**src/hdl/mbs_pkg.sv**
```systemverilog
// package for the message block status error generator
// assumes one clock domain and an axi4-lite register bus
// Contract
// - rt mode: loopback word invalid or mismatching sets loopback_error_flag
// - monitor mode: bit 8 is one for valid message, zero otherwise
// - global circular buffer passing its upper bound sets buffer_rollover_flag
// - rollover_on_valid_only: roll over only after a valid message
// - monitor mode: buffer size comes from monitor_buffer_size_field
// - rt mode: illegalized command sets forbidden_command_flag
// - wrong data word count on listed message types sets word_count_fault
// - status with data sync or data with command sync sets sync_error_flag
// - sync, manchester, bit count or parity error sets invalid_word_flag
// - rt-to-rt status address mismatch sets transfer_pair_error
// - with gap_check_on, response under 4 us sets transfer_pair_error
// - rt-to-rt invalid status or wrong sync sets transfer_pair_error
// - bad second rt-to-rt command sets followup_command_fault
// - undefined command word sets illformed_command_flag
// - broadcast allowed: forbidden broadcast mode command is undefined
// - error_summary_flag one when format, timeout or loopback bit set
// - message_done_flag set at message completion regardless of errors
package mbs_pkg;
   // ----------------------------------------------------------------
   // register map
   // ----------------------------------------------------------------
   localparam logic [7:0] MBS_OFS_STATUS = 8'h00;
   localparam logic [7:0] MBS_OFS_CONFIG = 8'h04;
   localparam logic [7:0] MBS_OFS_IRQ    = 8'h08;
   localparam logic [7:0] MBS_OFS_MASK   = 8'h0C;
   localparam logic [7:0] MBS_OFS_BUFPTR = 8'h10;
   // ----------------------------------------------------------------
   // status word bit positions
   // ----------------------------------------------------------------
   localparam int MBS_B_DONE  = 15;
   localparam int MBS_B_SUM   = 12;
   localparam int MBS_B_FMT   = 10;
   localparam int MBS_B_TOUT  = 9;
   localparam int MBS_B_LOOP  = 8;
   localparam int MBS_B_ROLL  = 7;
   localparam int MBS_B_ILL   = 6;
   localparam int MBS_B_WCNT  = 5;
   localparam int MBS_B_SYNC  = 4;
   localparam int MBS_B_INV   = 3;
   localparam int MBS_B_PAIR  = 2;
   localparam int MBS_B_FOLL  = 1;
   localparam int MBS_B_FORM  = 0;
   // ----------------------------------------------------------------
   // config bit positions and resets
   // ----------------------------------------------------------------
   localparam int MBS_C_MON     = 0;
   localparam int MBS_C_ROLLOVER_ON_VALID_ONLY   = 1;
   localparam int MBS_C_GAP     = 2;
   localparam int MBS_C_BCOFF   = 3;
   localparam int MBS_C_SIZE_LO = 8;
   localparam logic [31:0] MBS_CONFIG_RST = 32'h0000_0000;
   localparam logic [15:0] MBS_STATUS_RST = 16'h0000;
   // ----------------------------------------------------------------
   // timing and buffer size base
   // ----------------------------------------------------------------
   localparam int MBS_CLK_MHZ   = 250;
   localparam int MBS_GAP_MIN_NS = 4000;
   localparam int MBS_GAP_CYC   = (MBS_GAP_MIN_NS * MBS_CLK_MHZ + 999) / 1000;
   localparam int MBS_BUF_BASE  = 256;
   // ----------------------------------------------------------------
   // protocol engine event bundle
   // ----------------------------------------------------------------
   typedef struct packed {
      logic       msg_start;
      logic       msg_end;
      logic       msg_valid;
      logic       rt_to_rt;
      logic       loop_word_bad;
      logic       loop_mismatch;
      logic       illegal_cmd;
      logic       word_count_bad;
      logic       status_data_sync;
      logic       data_cmd_sync;
      logic       word_error;
      logic       resp_addr_bad;
      logic       resp_status_bad;
      logic       resp_sync_seen;
      logic       cmd2_bad;
      logic       cmd_undefined;
      logic       bcast_mode_forbidden;
      logic       format_err;
      logic       timeout_err;
      logic       data_write;
   } mbs_evt_s;
   typedef enum logic [1:0] {MBS_IDLE, MBS_MSG, MBS_GAPWAIT} mbs_state_e;
endpackage

```
**src/hdl/mbs_status_gen.sv**
```systemverilog
// message block status word generator with axi4-lite registers
// assumes protocol engine events are synchronous one-cycle pulses
module mbs_status_gen
   import mbs_pkg::*;
#(
   parameter int BUF_PTR_W = 12
) (
   // clock and reset
   input  wire logic        aclk,
   input  wire logic        aresetn,
   // protocol engine
   input  wire mbs_evt_s    evt,
   output logic [15:0]      status_word,
   output logic             status_wr,
   output logic [BUF_PTR_W-1:0] buf_ptr,
   // axi4-lite slave
   input  wire logic [7:0]  s_axi_awaddr,
   input  wire logic        s_axi_awvalid,
   output logic             s_axi_awready,
   input  wire logic [31:0] s_axi_wdata,
   input  wire logic [3:0]  s_axi_wstrb,
   input  wire logic        s_axi_wvalid,
   output logic             s_axi_wready,
   output logic [1:0]       s_axi_bresp,
   output logic             s_axi_bvalid,
   input  wire logic        s_axi_bready,
   input  wire logic [7:0]  s_axi_araddr,
   input  wire logic        s_axi_arvalid,
   output logic             s_axi_arready,
   output logic [31:0]      s_axi_rdata,
   output logic [1:0]       s_axi_rresp,
   output logic             s_axi_rvalid,
   input  wire logic        s_axi_rready,
   // interrupt
   output logic             irq
);
   // ----------------------------------------------------------------
   // declarations
   // ----------------------------------------------------------------
   logic [15:0]          word_q;
   logic [31:0]          cfg_q;
   logic [15:0]          irq_q;
   logic [15:0]          mask_q;
   mbs_state_e           state_q;
   logic [15:0]          gap_q;
   logic [BUF_PTR_W-1:0] ptr_q;
   logic [BUF_PTR_W-1:0] msg_base_q;
   logic                 wrap_pend_q;
   logic                 aw_q, w_q;
   logic [7:0]           awa_q;
   logic [31:0]          wd_q;
   logic [3:0]           ws_q;
   logic                 wr_fire;
   logic                 mon_mode, rollover_on_valid_only, gap_on, bc_off;
   logic [2:0]           size_sel;
   logic [BUF_PTR_W-1:0] buf_top;
   logic                 ptr_at_top;
   logic [15:0]          set_bits;
   logic                 early_resp;
   logic                 end_q;

   assign mon_mode = cfg_q[MBS_C_MON];
   assign rollover_on_valid_only    = cfg_q[MBS_C_ROLLOVER_ON_VALID_ONLY];
   assign gap_on   = cfg_q[MBS_C_GAP];
   assign bc_off   = cfg_q[MBS_C_BCOFF];
   assign size_sel = cfg_q[MBS_C_SIZE_LO+2:MBS_C_SIZE_LO];

   // ----------------------------------------------------------------
   // circular buffer sizing
   // ----------------------------------------------------------------
   // in monitor mode the size is 256 words shifted by the field
   always_comb begin
      if (mon_mode)
         buf_top = BUF_PTR_W'((MBS_BUF_BASE << size_sel) - 1);
      else
         buf_top = '1;
   end
   assign ptr_at_top = (ptr_q == buf_top);

   // ----------------------------------------------------------------
   // message sequencer and response gap timer
   // ----------------------------------------------------------------
   always_ff @(posedge aclk) begin
      if (!aresetn) begin
         state_q <= MBS_IDLE;
         gap_q   <= 16'h0000;
      end else begin
         unique case (state_q)
            MBS_IDLE:    if (evt.msg_start) state_q <= MBS_MSG;
            MBS_MSG: begin
               if (evt.msg_end)
                  state_q <= MBS_IDLE;
               else if (evt.rt_to_rt) begin
                  state_q <= MBS_GAPWAIT;
                  gap_q   <= 16'h0000;
               end
            end
            MBS_GAPWAIT: begin
               gap_q <= gap_q + 16'h0001;
               if (evt.msg_end)
                  state_q <= MBS_IDLE;
               else if (evt.resp_sync_seen)
                  state_q <= MBS_MSG;
            end
         endcase
      end
   end
   // rt_to_rt pulse marks mid-parity of the receive command word
   assign early_resp = gap_on && state_q == MBS_GAPWAIT &&
                       evt.resp_sync_seen &&
                       gap_q < 16'(MBS_GAP_CYC);

   // ----------------------------------------------------------------
   // status word accumulation
   // ----------------------------------------------------------------
   always_comb begin
      set_bits = 16'h0000;
      set_bits[MBS_B_LOOP] = !mon_mode &&
                             (evt.loop_word_bad || evt.loop_mismatch);
      set_bits[MBS_B_ILL]  = !mon_mode && evt.illegal_cmd;
      set_bits[MBS_B_WCNT] = evt.word_count_bad;
      set_bits[MBS_B_SYNC] = evt.status_data_sync ||
                             evt.data_cmd_sync;
      set_bits[MBS_B_INV]  = evt.word_error;
      set_bits[MBS_B_PAIR] = (state_q != MBS_IDLE) &&
                             (evt.resp_addr_bad ||
                              evt.resp_status_bad ||
                              early_resp);
      set_bits[MBS_B_FOLL] = evt.cmd2_bad;
      set_bits[MBS_B_FORM] = evt.cmd_undefined ||
                             (!bc_off && evt.bcast_mode_forbidden);
      set_bits[MBS_B_FMT]  = evt.format_err;
      set_bits[MBS_B_TOUT] = evt.timeout_err && !mon_mode;
   end

   always_ff @(posedge aclk) begin
      if (!aresetn) begin
         word_q <= MBS_STATUS_RST;
      end else if (evt.msg_start) begin
         word_q <= MBS_STATUS_RST | set_bits;
      end else if (evt.msg_end) begin
         word_q <= word_q | set_bits;
         word_q[MBS_B_DONE] <= 1'b1;
         if (mon_mode)
            word_q[MBS_B_LOOP] <= evt.msg_valid;
         if ((wrap_pend_q || (evt.data_write && ptr_at_top)) &&
             (!rollover_on_valid_only || evt.msg_valid))
            word_q[MBS_B_ROLL] <= 1'b1;
         if ((word_q[MBS_B_FMT] | word_q[MBS_B_TOUT] |
              word_q[MBS_B_LOOP] | set_bits[MBS_B_FMT] |
              set_bits[MBS_B_TOUT] | set_bits[MBS_B_LOOP]) && !mon_mode)
            word_q[MBS_B_SUM] <= 1'b1;
         else if (mon_mode && (word_q[MBS_B_FMT] | word_q[MBS_B_TOUT] |
                  set_bits[MBS_B_FMT] | set_bits[MBS_B_TOUT]))
            word_q[MBS_B_SUM] <= 1'b1;
      end else begin
         word_q <= word_q | set_bits;
         if (!mon_mode && (set_bits[MBS_B_LOOP] | set_bits[MBS_B_FMT] |
                           set_bits[MBS_B_TOUT]))
            word_q[MBS_B_SUM] <= 1'b1;
      end
   end

   always_ff @(posedge aclk) begin
      if (!aresetn) begin
         status_word <= MBS_STATUS_RST;
         status_wr   <= 1'b0;
         end_q       <= 1'b0;
      end else begin
         // copy one cycle after msg_end so the closing bits are included
         end_q     <= evt.msg_end;
         status_wr <= end_q;
         if (end_q)
            status_word <= word_q;
      end
   end

   // ----------------------------------------------------------------
   // circular buffer pointer
   // ----------------------------------------------------------------
   // with valid-only rollover, an invalid message rewinds to its base
   // so it is overwritten, and its pending wrap is cleared at msg_end without setting the rollover bit
   always_ff @(posedge aclk) begin
      if (!aresetn) begin
         ptr_q       <= '0;
         msg_base_q  <= '0;
         wrap_pend_q <= 1'b0;
      end else begin
         if (evt.msg_start) begin
            msg_base_q  <= ptr_q;
            wrap_pend_q <= 1'b0;
         end
         if (evt.data_write) begin
            if (ptr_at_top) begin
               ptr_q       <= '0;
               wrap_pend_q <= 1'b1;
            end else begin
               ptr_q <= ptr_q + 1'b1;
            end
         end
         if (evt.msg_end) begin
            wrap_pend_q <= 1'b0;
            if (rollover_on_valid_only && !evt.msg_valid)
               ptr_q <= msg_base_q;
         end
      end
   end
   assign buf_ptr = ptr_q;

   // ----------------------------------------------------------------
   // axi4-lite write channel
   // ----------------------------------------------------------------
   assign s_axi_awready = !aw_q && !s_axi_bvalid;
   assign s_axi_wready  = !w_q && !s_axi_bvalid;
   assign wr_fire       = aw_q && w_q && !s_axi_bvalid;
   assign s_axi_bresp   = 2'b00;

   always_ff @(posedge aclk) begin
      if (!aresetn) begin
         aw_q         <= 1'b0;
         w_q          <= 1'b0;
         awa_q        <= 8'h00;
         wd_q         <= 32'h0000_0000;
         ws_q         <= 4'h0;
         s_axi_bvalid <= 1'b0;
      end else begin
         if (s_axi_awvalid && s_axi_awready) begin
            aw_q  <= 1'b1;
            awa_q <= s_axi_awaddr;
         end
         if (s_axi_wvalid && s_axi_wready) begin
            w_q  <= 1'b1;
            wd_q <= s_axi_wdata;
            ws_q <= s_axi_wstrb;
         end
         if (wr_fire) begin
            aw_q         <= 1'b0;
            w_q          <= 1'b0;
            s_axi_bvalid <= 1'b1;
         end else if (s_axi_bready) begin
            s_axi_bvalid <= 1'b0;
         end
      end
   end

   // config and mask registers, byte-enable aware
   always_ff @(posedge aclk) begin
      if (!aresetn) begin
         cfg_q  <= MBS_CONFIG_RST;
         mask_q <= 16'h0000;
      end else if (wr_fire) begin
         for (int i = 0; i < 4; i++) begin
            if (ws_q[i] && awa_q == MBS_OFS_CONFIG)
               cfg_q[i*8 +: 8] <= wd_q[i*8 +: 8];
         end
         for (int i = 0; i < 2; i++) begin
            if (ws_q[i] && awa_q == MBS_OFS_MASK)
               mask_q[i*8 +: 8] <= wd_q[i*8 +: 8];
         end
      end
   end

   // ----------------------------------------------------------------
   // interrupt status: sticky per bit, set wins over write-one clear
   // ----------------------------------------------------------------
   always_ff @(posedge aclk) begin
      if (!aresetn) begin
         irq_q <= 16'h0000;
      end else begin
         logic [15:0] clr;
         logic [15:0] ev;
         clr = 16'h0000;
         ev  = set_bits;
         ev[MBS_B_DONE] = evt.msg_end;
         if (wr_fire && awa_q == MBS_OFS_IRQ) begin
            clr[7:0]  = ws_q[0] ? wd_q[7:0]  : 8'h00;
            clr[15:8] = ws_q[1] ? wd_q[15:8] : 8'h00;
         end
         irq_q <= (irq_q & ~clr) | ev;
      end
   end
   assign irq = |(irq_q & mask_q);

   // ----------------------------------------------------------------
   // axi4-lite read channel
   // ----------------------------------------------------------------
   assign s_axi_arready = !s_axi_rvalid;
   assign s_axi_rresp   = 2'b00;

   always_ff @(posedge aclk) begin
      if (!aresetn) begin
         s_axi_rvalid <= 1'b0;
         s_axi_rdata  <= 32'h0000_0000;
      end else if (s_axi_arvalid && s_axi_arready) begin
         s_axi_rvalid <= 1'b1;
         unique case (s_axi_araddr)
            MBS_OFS_STATUS: s_axi_rdata <= {16'h0000, word_q};
            MBS_OFS_CONFIG: s_axi_rdata <= cfg_q;
            MBS_OFS_IRQ:    s_axi_rdata <= {16'h0000, irq_q};
            MBS_OFS_MASK:   s_axi_rdata <= {16'h0000, mask_q};
            MBS_OFS_BUFPTR: s_axi_rdata <= 32'(ptr_q);
            default:        s_axi_rdata <= 32'h0000_0000;
         endcase
      end else if (s_axi_rready) begin
         s_axi_rvalid <= 1'b0;
      end
   end
endmodule

```
**config.mk**
```make
export PLATFORM = sky130hd
export DESIGN_NAME = mbs_status_gen
export DESIGN_NICKNAME = d
export VERILOG_FILES = /design/src/hdl/mbs_pkg.sv /design/src/hdl/mbs_status_gen.sv
export SDC_FILE = /design/constraint.sdc
export NUM_CORES = 1
export LEC_CHECK = 0
export BUFFER_PORTS_ARGS = -buffer_cell sky130_fd_sc_hd__clkbuf_2
export CAP_MARGIN = 20
export CORE_ASPECT_RATIO = 1.5
export CORE_MARGIN = 1
export CORE_UTILIZATION = 61
export CTS_CLUSTER_DIAMETER = 150
export DETAILED_ROUTE_END_ITERATION = 7
export PLACE_DENSITY = 0.95
export SYNTH_ARGS = -nofsm -noshare
export SYNTH_HDL_FRONTEND = slang
export SYNTH_SLANG_ARGS = --single-unit
```
**constraint.sdc**
```tcl
create_clock -name aclk -period 3.5 [get_ports aclk]
set_input_delay 0.7 -clock aclk [delete_from_list [all_inputs] [get_ports aclk]]
set_output_delay 0.7 -clock aclk [all_outputs]
set_load 0.01 [all_outputs]
```
==> flow_summary.toml, run 1 <==
[run_status]
status = "finished clean"

[synthesis]
netlist_area_um2 = 9290
syn_area_per_cell_um2 = 8.81
synth_edf_count = 0
ys.flop_type = "dfxtp_1"
synth_warnings = 0
syn_inst = 1055
ys_types = 65
ys_seq_area_share_pct = 46.3
ys_ff_latch = 215
synthArstFlopShare_pct = 0

[drt]
routed_wl_mm = 23.4
vias = 8201
drtPass1Iterations = 5
drcViolationCount = 0
vias_per_cell = 6.00
drt.antenna.violating_nets = 0
routedWlPerCell_um = 17.1
drt-initial-drc-count = 671

[sta]
max_freq_ghz = 0.371
finalCritPeriodShare_pct = 76.9
whs_ps = 427
skew_ps = 9.53
setup_viol = 0
maxSlewHeadroom_pct = 23.8
rsz0062_at_grt = "false"
setup_tns_ps = 0
worst_pin_slew_ps = 1130
hold_viol_final = 0
finalCriticalPeriod_ps = 2690
slew_violations = 0

[global_routing]
antenna_found_initial = 2
overflow = 0
grt_pass1_vias = 7801
grt_pass1_wl_mm = 38.2
grt_usage_pct = 30.5
grt_max_degree = 96

[clocking]
numCtsBuffers = 20
cts_setup_buffers = 0
cts_num_sinks = 215
clock_path_buffers = 3
htreeDepth = 1
clk_pin_slew_ps = 70
postCtsHoldBufs = 0
cts_resized = 0
clk_latency_ps = 500
cts_root_buffer = "clkbuf_16"
tritoncts = "done"

[floorplanning]
die_area_um2 = 15700
rows = 54
chipHeight_um = 153
core_area_um2 = 14700
pin_count = 150
die_x_um = 103
initial_core_util_pct = 63.1

[critical_path]
r2r_start = "cfg_q[8]"
start_kind = "register"
reg2reg_slack_ps = 810
cp_num_cells = 7
criticalPathCategory = "register to register"
reg2reg_to = "buf_ptr[5]"
slowest_delay_ps = 760
worstPathCellList = "or3_1 > ha_1 > xnor2_1 > o31ai_1 > a32oi_1 > nor4_2 > o32ai_1"
cp.arrival_ps = 3040
cp_max_fo = 9
setup.worst_path.end = "buf_ptr[5]"
worstPathRequired_ps = 3840
cp_num_buf_inv = 0
r2r_cells = 7
crit_path_start = "cfg_q[8]"
crit_family = "simple AND/OR/NAND/NOR gates"
crit_path_top_delay_cell = "nor4_2"
endpoint_kind = "register"

[worst_hold_path]
hold_class = "input pin to register"

[pwr]
power_density_nw_per_um2 = 480
power.leakage_nw = 4.18
irDropWorstVdd_v = 0.000369

[finish]
utilization_pct = 72.5
multi_input_area_um2 = 4610
stdcell_count = 1366
layout-drive-gt1-share_pct = 18.0
design_area_um2 = 10700
regArea_um2 = 4300
final_cell_mix = "dfxtp_1 (215), nand2_1 (189), clkbuf_2 (141), o21ai_0 (76), a21boi_0 (70)"
nFillCells = 1102
layout_commonest_cell = "dfxtp_1"
finalNetCount = 1239
areaGrowthSynthToFinish_pct = 14.9

[placement]
dp_hpwl_mm = 16.2
gp_congestion = 0.874
io_buffers = 142
dp.cells = 1331
place_area_um2 = 10000

[job]
drv_cap = 0
Yosys cell counts, types with 8 or more instances:
master / number / area, um^2
nand4_1: 8 / 50.1
a21boi_0: 70 / 526
and3_1: 11 / 68.8
nand2b_1: 12 / 75.1
dfxtp_1: 215 / 4300
nand2_1: 189 / 709
o22a_1: 8 / 70.1
buf_4: 8 / 60.1
inv_1: 11 / 41.3
nand3_1: 43 / 215
clkbuf_1: 58 / 218
nor2_1: 26 / 97.6
a31oi_1: 15 / 93.8
nor3_1: 10 / 50.1
a22oi_1: 27 / 203
and2_1: 14 / 87.6
nor2b_1: 55 / 344
o21ai_0: 76 / 380
mux2_2: 12 / 135
a21oi_1: 31 / 155
mux2i_1: 46 / 460
area by class of cell:
cell class              instances  share of cell area, %
clock inverters                 6                  0.539
diodes                          1                 0.0234
inverters                      11                  0.387
repair buffers                155                   7.75
clock buffers                  28                   5.45
flip-flops and latches        215                   40.3
well taps                     196                   2.30
multi-input cells             754                   43.2
how the worst min path moves through the flow:
| stage | end | cells past startpoint | slack [ps] | startpoint |
|---|---|---|---|---|
| 5_1_grt | wd_q[18] | 3 | 440 | s_axi_wdata[18] |
| 6_report | ws_q[3] | 3 | 430 | s_axi_wstrb[3] |
| 3_3_place_gp | irq_q[14] | 2 | 430 | irq_q[14] |
| 2_1_floorplan | irq_q[12] | 2 | 420 | irq_q[12] |
| 3_5_place_dp | irq_q[11] | 2 | 450 | irq_q[11] |
| 4_1_cts | ws_q[3] | 3 | 420 | s_axi_wstrb[3] |
per-layer routing:
metal  vias to the layer above  global-route usage, %  routed length [um]
li1                       3903                      -                   -
met1                      3828                   35.4                8740
met2                       367                   52.5               11600
met3                       101                   4.71                1560
met4                         2                   17.0                1450
met5                         -                      0                  17
power by group:
| part | switching, mW | internal [mW] |
|---|---|---|
| clock network | 0.905 | 1.23 |
| logic | 0.219 | 0.157 |
| registers | 0.0811 | 2.53 |
| total | 1.21 | 3.91 |
flip-flops by register name, indices dropped and copies added (netlist names), 2 cells and up, named ones only:
| name | count |
|---|---|
| cfg_q | 32 |
| s_axi_rdata | 32 |
| wd_q | 32 |
| gap_q | 16 |
| irq_q | 16 |
| mask_q | 16 |
| status_word | 13 |
| buf_ptr | 12 |
| msg_base_q | 12 |
| word_q | 12 |
| awa_q | 8 |
| ws_q | 4 |
| state_q | 2 |
worst reg2reg max path: cells and delay by family, from the launching register on:
family,cells,cell delay [ps]
AO/OA/AOI/OAI,3,540
XOR/XNOR,1,140
adder cells (fa/ha/maj),1,350
flip-flops,1,350
AND/OR/NAND/NOR,2,1160
metrics by stage:
stage	power, mW	worst slack (ps)
global placement	3.01	879
CTS	5.14	819
finish	5.12	807
global route	5.29	588
floorplan	2.88	1140
detailed placement	3.03	762
logic make-up after synthesis:
kind of cell    after synthesis  synth area share [%]
xor+xnor                     12                  1.13
flops                       215                  46.3
simple gates                401                  21.3
fa+ha+maj                     3                 0.404
mux                          60                  6.89
buf+inv                      92                  4.27
other cells                   1                0.0404
compound gates              271                  19.6
No activity file was read; power rests on OpenSTA's default activity.
==> inputs of run 2 (changes only) <==
--- a/config.mk
+++ b/config.mk
@@ -5,14 +5,15 @@
 export SDC_FILE = /design/constraint.sdc
 export NUM_CORES = 1
 export LEC_CHECK = 0
+export ABC_AREA = 1
 export BUFFER_PORTS_ARGS = -buffer_cell sky130_fd_sc_hd__clkbuf_2
 export CAP_MARGIN = 20
 export CORE_ASPECT_RATIO = 1.5
 export CORE_MARGIN = 1
-export CORE_UTILIZATION = 61
+export CORE_UTILIZATION = 51
 export CTS_CLUSTER_DIAMETER = 150
 export DETAILED_ROUTE_END_ITERATION = 7
-export PLACE_DENSITY = 0.95
+export PLACE_DENSITY = 0.87
 export SYNTH_ARGS = -nofsm -noshare
 export SYNTH_HDL_FRONTEND = slang
 export SYNTH_SLANG_ARGS = --single-unit
==> constraint.sdc (replaced) <==
create_clock -name aclk -period 2.4 [get_ports aclk]
set_input_delay 0.48 -clock aclk [delete_from_list [all_inputs] [get_ports aclk]]
set_output_delay 0.48 -clock aclk [all_outputs]
set_load 0.01 [all_outputs]
==> run 2 against run 1 <==
  * Register-to-register slack worse by 570 ps
  * Critical path depth unchanged
  * Non-clock buffer count up 5
==> flow_summary.toml, run 2 <==
[synthesis]
ys_ff_latch = 215
synth_warnings = 0
netlist_area_um2 = 8930
ys_seq_area_share_pct = 48.2
synthAdderAreaFrac_pct = 0.420
ys.flop_type = "dfxtp_1"
synth_top_area_share_pct = 48.2
synthArstFlopShare_pct = 0
ys_top_cells_by_count = "dfxtp_1 (215), o21ai_0 (185), nand2_1 (177)"
synth_top_family_by_area = "compound AO/OA/AOI/OAI gates"
synthMuxAreaShare_pct = 0
synth-compound-area-share_pct = 22.5
synth_xor_area_share_pct = 0.196
synth.most_common_cell = "dfxtp_1"
ys_types = 44
synth_edf_count = 0
yosys.area_share.simple_pct = 20.2
syn_inst = 1196
synth.area.top_cells = "dfxtp_1 (48%), o21ai_0 (10%), a21oi_1 (8.9%), nand2_1 (7.4%), nor2_1 (5.0%)"
syn_area_per_cell_um2 = 7.47
synth_top_cell_by_area = "dfxtp_1"

[critical_path]
r2r_cells = 13
reg2reg_slack_ps = 240
crit_path_top_delay_cell = "dfxtp_1"
worstPathCellList = "inv_2 > o21ai_2 > a21oi_2 > nand3_2 > a211oi_4 > nand4_1 > buf_2"
start_kind = "register"
endpoint_kind = "primary output"
worstPathRequired_ps = 1920
r2r_start = "cfg_q[8]"
criticalPathCategory = "register to primary output"
slowest_delay_ps = 320
cp.arrival_ps = 1880
cp_max_fo = 2

[finish]
num_antenna_cells = 0
areaGrowthSynthToFinish_pct = 18.2
stdcell_count = 1538
design_area_um2 = 10600
layout-drive-gt1-share_pct = 17.1
nFillCells = 1503
finalNetCount = 1396
top_regs = "cfg_q (32), s_axi_rdata (32), wd_q (32)"
utilization_pct = 62.2
final_cell_mix = "dfxtp_1 (214), o21ai_0 (184), nand2_1 (176), a21oi_1 (157), clkbuf_2 (140)"
layout_commonest_cell = "dfxtp_1"

[sta]
finalCritPeriodShare_pct = 98.1
skew_ps = 7.69
whs_ps = 235
hold_viol_final = 0
worst_pin_slew_ps = 599
maxSlewHeadroom_pct = 59.6
setup_slack_ps = 44.7
max_freq_ghz = 0.425
slew_violations = 0
setup_viol = 0
finalCriticalPeriod_ps = 2360

[placement]
dp.cells = 1501
place_area_um2 = 9760
dp_hpwl_mm = 16.9
gp_congestion = 0.897
io_buffers = 142
post-place-ws_ps = 282

[clocking]
htreeDepth = 1
clk_latency_ps = 490
clk_pin_slew_ps = 70
tritoncts = "done"
postCtsHoldBufs = 0
cts_root_buffer = "clkbuf_16"
numCtsBuffers = 20
cts_num_sinks = 215
clock_path_buffers = 3

[floorplanning]
initial_core_util_pct = 52.6
core_area_um2 = 17000
pin_count = 150
die_x_um = 110
chipHeight_um = 164
die_area_um2 = 18100
rows = 58

[job]
drv_cap = 0

[worst_hold_path]
hold_class = "input pin to register"
hp-start = "s_axi_wdata[1]"
holdPathEnd = "wd_q[1]"
min_path_cells = 3

[global_routing]
overflow = 0
grt_usage_pct = 27.5
antenna_found_initial = 0
grt_max_degree = 79
grt_pass1_wl_mm = 39.2
grt_pass1_vias = 8264

[pwr]
power.leakage_nw = 4.40
irDropWorstVdd_v = 0.000731
power_density_nw_per_um2 = 771

[drt]
vias_per_cell = 5.65
routedWlPerCell_um = 15.8
drt.antenna.violating_nets = 0
vias = 8685
drtPass1Iterations = 7
drt-initial-drc-count = 762
drcViolationCount = 0
routed_wl_mm = 24.3

[run_status]
status = "finished clean"
==> run 2: changes by cell type in the layout (fill, tap and decap cells not counted), moves of 24 or more <==
cell and delta:
nor2_1 +94, a21oi_1 +126, nor2b_1 -55, a21boi_0 -70, inv_1 +96, o21ai_0 +108
mux2i_1 -46, a22oi_1 -24
==> run 2: per-stage QoR <==
step / setup TNS (ps) / power (mW)
after floorplan: 0 / 4.34
after global placement: 0 / 4.58
after detailed placement: 0 / 4.60
after CTS: 0 / 8.15
after global routing: -18.9 / 8.42
final: 0 / 8.14
==> run 2: power breakdown <==
part / leakage, nW / internal (mW) / switching [mW]
logic: 2.27 / 0.232 / 0.431
registers: 1.76 / 3.74 / 0.131
clock network: 0.372 / 2.24 / 1.36
==> run 2: cell type report <==
cell class	count	area (um^2)	area share [%]
well taps	210	263	2.49
clock inverters	6	133	1.26
multi-input cells	800	3930	37.2
clock buffers	30	629	5.96
flip-flops and latches	215	4310	40.8
inverters	117	439	4.16
repair buffers	160	861	8.15
==> run 2: kinds of logic after synthesis <==
logic type	Yosys count
adder cells (fa/ha/maj)	3
buffers and inverters	187
AND/OR/NAND/NOR	404
other	1
XOR/XNOR	2
flip-flops	215
AO/OA/AOI/OAI	384
==> run 2: what timing repair did <==
action,4_1_cts,5_1_grt
setup buffers,0,1
gates resized for setup,1,11
pin swaps,0,3
setup endpoints to repair,1,2
hold endpoints to repair,0,0
==> run 2: critical path: cells and delay by family, from the launching register on <==
kind / cells / cell delay [ps]
flip-flops: 1 / 320
AO/OA/AOI/OAI: 3 / 470
AND/OR/NAND/NOR: 2 / 310
buffers and inverters: 2 / 270
==> run 2: layer usage <==
layer  part of all wire (%)  vias to the layer above  routed length (um)  GRT usage (%)
met5                      0                        -                   0              0
met4                    6.5                        0                1580           18.4
met3                    6.7                      112                1640           4.01
met2                     49                      397               12000           47.0
met1                     38                     3934                9140           31.3
li1                       -                     4242                   -              -
==> run 2: how the worst max path moves through the flow <==
stage,from,to
finish,irq_q[14],irq
global route,mask_q[14],irq
CTS,irq_q[14],irq
detailed placement,cfg_q[8],buf_ptr[11]
global placement,cfg_q[8],buf_ptr[11]
floorplan,cfg_q[8],buf_ptr[11]
==> inputs of run 3 (changes only) <==
--- a/config.mk
+++ b/config.mk
@@ -7,13 +7,14 @@
 export LEC_CHECK = 0
 export ABC_AREA = 1
 export BUFFER_PORTS_ARGS = -buffer_cell sky130_fd_sc_hd__clkbuf_2
-export CAP_MARGIN = 20
 export CORE_ASPECT_RATIO = 1.5
 export CORE_MARGIN = 1
 export CORE_UTILIZATION = 51
 export CTS_CLUSTER_DIAMETER = 150
 export DETAILED_ROUTE_END_ITERATION = 7
+export GPL_ROUTABILITY_DRIVEN = 0
 export PLACE_DENSITY = 0.87
+export REMOVE_ABC_BUFFERS = 1
 export SYNTH_ARGS = -nofsm -noshare
 export SYNTH_HDL_FRONTEND = slang
 export SYNTH_SLANG_ARGS = --single-unit
==> run 3 against run 2 <==
  * Die area unchanged
  * Setup slack improved by 100 ps
  * Largest power group unchanged
  * Final cell count grew 0.46%
  * Combinational power increased by 0.9%
==> flow_summary.toml, run 3 (synthesis results as in run 2) <==
[sta]
setup_viol = 0
skew_ps = 7.16
slew_violations = 0
rsz0062_at_grt = "false"
max_freq_ghz = 0.444
maxSlewHeadroom_pct = 61.3
worst_pin_slew_ps = 579
finalCriticalPeriod_ps = 2250
whs_ps = 243
hold_viol_final = 0
setup_tns_ps = 0
finalCritPeriodShare_pct = 93.9

[pwr]
seq_power_share_pct = 49.8
power.switching_mw = 1.90
irDropWorstVdd_v = 0.000585
power_frac_comb_pct = 8.6
power.leakage_nw = 4.37
swShare_pct = 24.5
power_density_nw_per_um2 = 739
p_int_mw = 5.86
p_clk_share_pct = 41.6

[global_routing]
overflow = 0
grt_usage_pct = 25.5
antenna_found_initial = 0
grt_pass1_wl_mm = 36.7
grt_max_degree = 61
grt_pass1_vias = 7695

[finish]
num_antenna_cells = 0
regArea_um2 = 4300
top_regs = "cfg_q (32), s_axi_rdata (32), wd_q (32)"
finalNetCount = 1403
final_cell_mix = "dfxtp_1 (215), o21ai_0 (185), nand2_1 (176), a21oi_1 (158), clkbuf_2 (141)"
stdcell_count = 1545
nFillCells = 1496
areaGrowthSynthToFinish_pct = 17.5
layout-drive-gt1-share_pct = 17.0
multi_input_area_um2 = 3900
layout_commonest_cell = "dfxtp_1"

[drt]
routed_wl_mm = 23.2
vias = 8649
drcViolationCount = 0
vias_per_cell = 5.60
drt.antenna.violating_nets = 0
drt-initial-drc-count = 745
routedWlPerCell_um = 15.0
drtPass1Iterations = 6

[critical_path]
criticalPathCategory = "register to primary output"
start_kind = "register"
cp_max_fo = 3
endpoint_kind = "primary output"
worstPathRequired_ps = 1920
cp.arrival_ps = 1770

[clocking]
numCtsBuffers = 21
clk_latency_ps = 490
tritoncts = "done"
clock_path_buffers = 3
clk_pin_slew_ps = 60
htreeDepth = 1
cts_num_sinks = 215
cts_root_buffer = "clkbuf_16"

[placement]
io_buffers = 142
dp.cells = 1508
dp_hpwl_mm = 16.4

[floorplanning]
rows = 58
initial_core_util_pct = 52.6
pin_count = 150
chipHeight_um = 164
die_x_um = 110
die_area_um2 = 18100
core_area_um2 = 17000

[job]
drv_cap = 0

[worst_hold_path]
hold_class = "input pin to register"

[run_status]
status = "finished clean"
[run 3: cell types whose count changed in the layout (fill, tap and decap cells not counted), moves of 2 or more]
cell,previous run,this run
clkinv_2,1,5
inv_2,6,4
bufinv_16,4,1
clkbuf_8,7,5
buf_4,18,24
[run 3: routing by layer]
metal | GRT usage, % | routed length [um]
met2 | 44.7 | 11600
met3 | 3.45 | 1510
met4 | 11.4 | 812
met1 | 30.5 | 9310
met5 | 0 | 0
[run 3: layout make-up]
class,count,area share (%)
clock buffers,29,5.77
clock inverters,8,0.703
inverters,117,4.18
multi-input cells,800,37.2
flip-flops and latches,215,41.0
well taps,210,2.50
repair buffers,166,8.63
[run 3: metrics by stage]
step	utilization (%)	power [mW]	setup WS, ps	area [um^2]
6_report	61.8	7.76	146	10500
5_1_grt	61.8	8.07	25.5	10500
4_1_cts	61.8	7.78	67.4	10500
3_5_place_dp	57.8	4.60	323	9810
3_3_place_gp	57.8	4.58	394	9810
2_1_floorplan	-	4.27	146	8640
[run 3: what timing repair did]
action / 4_1_cts / 5_1_grt
endpoints found under the hold margin: 0 / 0
setup buffers: 0 / 0
resized for setup: 0 / 1
hold buffers: 0 / 0
setup endpoints to repair: 0 / 1
[run 3: power by group through the flow]
stage / registers, mW / clock network, mW / logic, mW
after detailed placement: 3.94 / 0 / 0.663
after CTS: 3.86 / 3.25 / 0.669
after global placement: 3.93 / 0 / 0.649
after floorplan: 3.93 / 0 / 0.347
final: 3.86 / 3.23 / 0.669
after global routing: 3.88 / 3.44 / 0.756
[run 3: final timing paths]
check	start	to	slack [ps]	cells past startpoint
worst max-delay path	mask_q[14]	irq	150	7
worst min-delay path	evt[9]	irq_q[3]	240	3
worst max register to register	cfg_q[8]	register	280	13
worst min register to register	cfg_q[30]	s_axi_rdata[30]	450	2
[run 3: critical path, stage by stage (launching register included)]
cell and delay, ps:
dfxtp_1 310, inv_1 90, o21ai_0 100, a21oi_1 130, nand3_1 110, a211oi_2 200, nand4_1 190, clkbuf_2 180
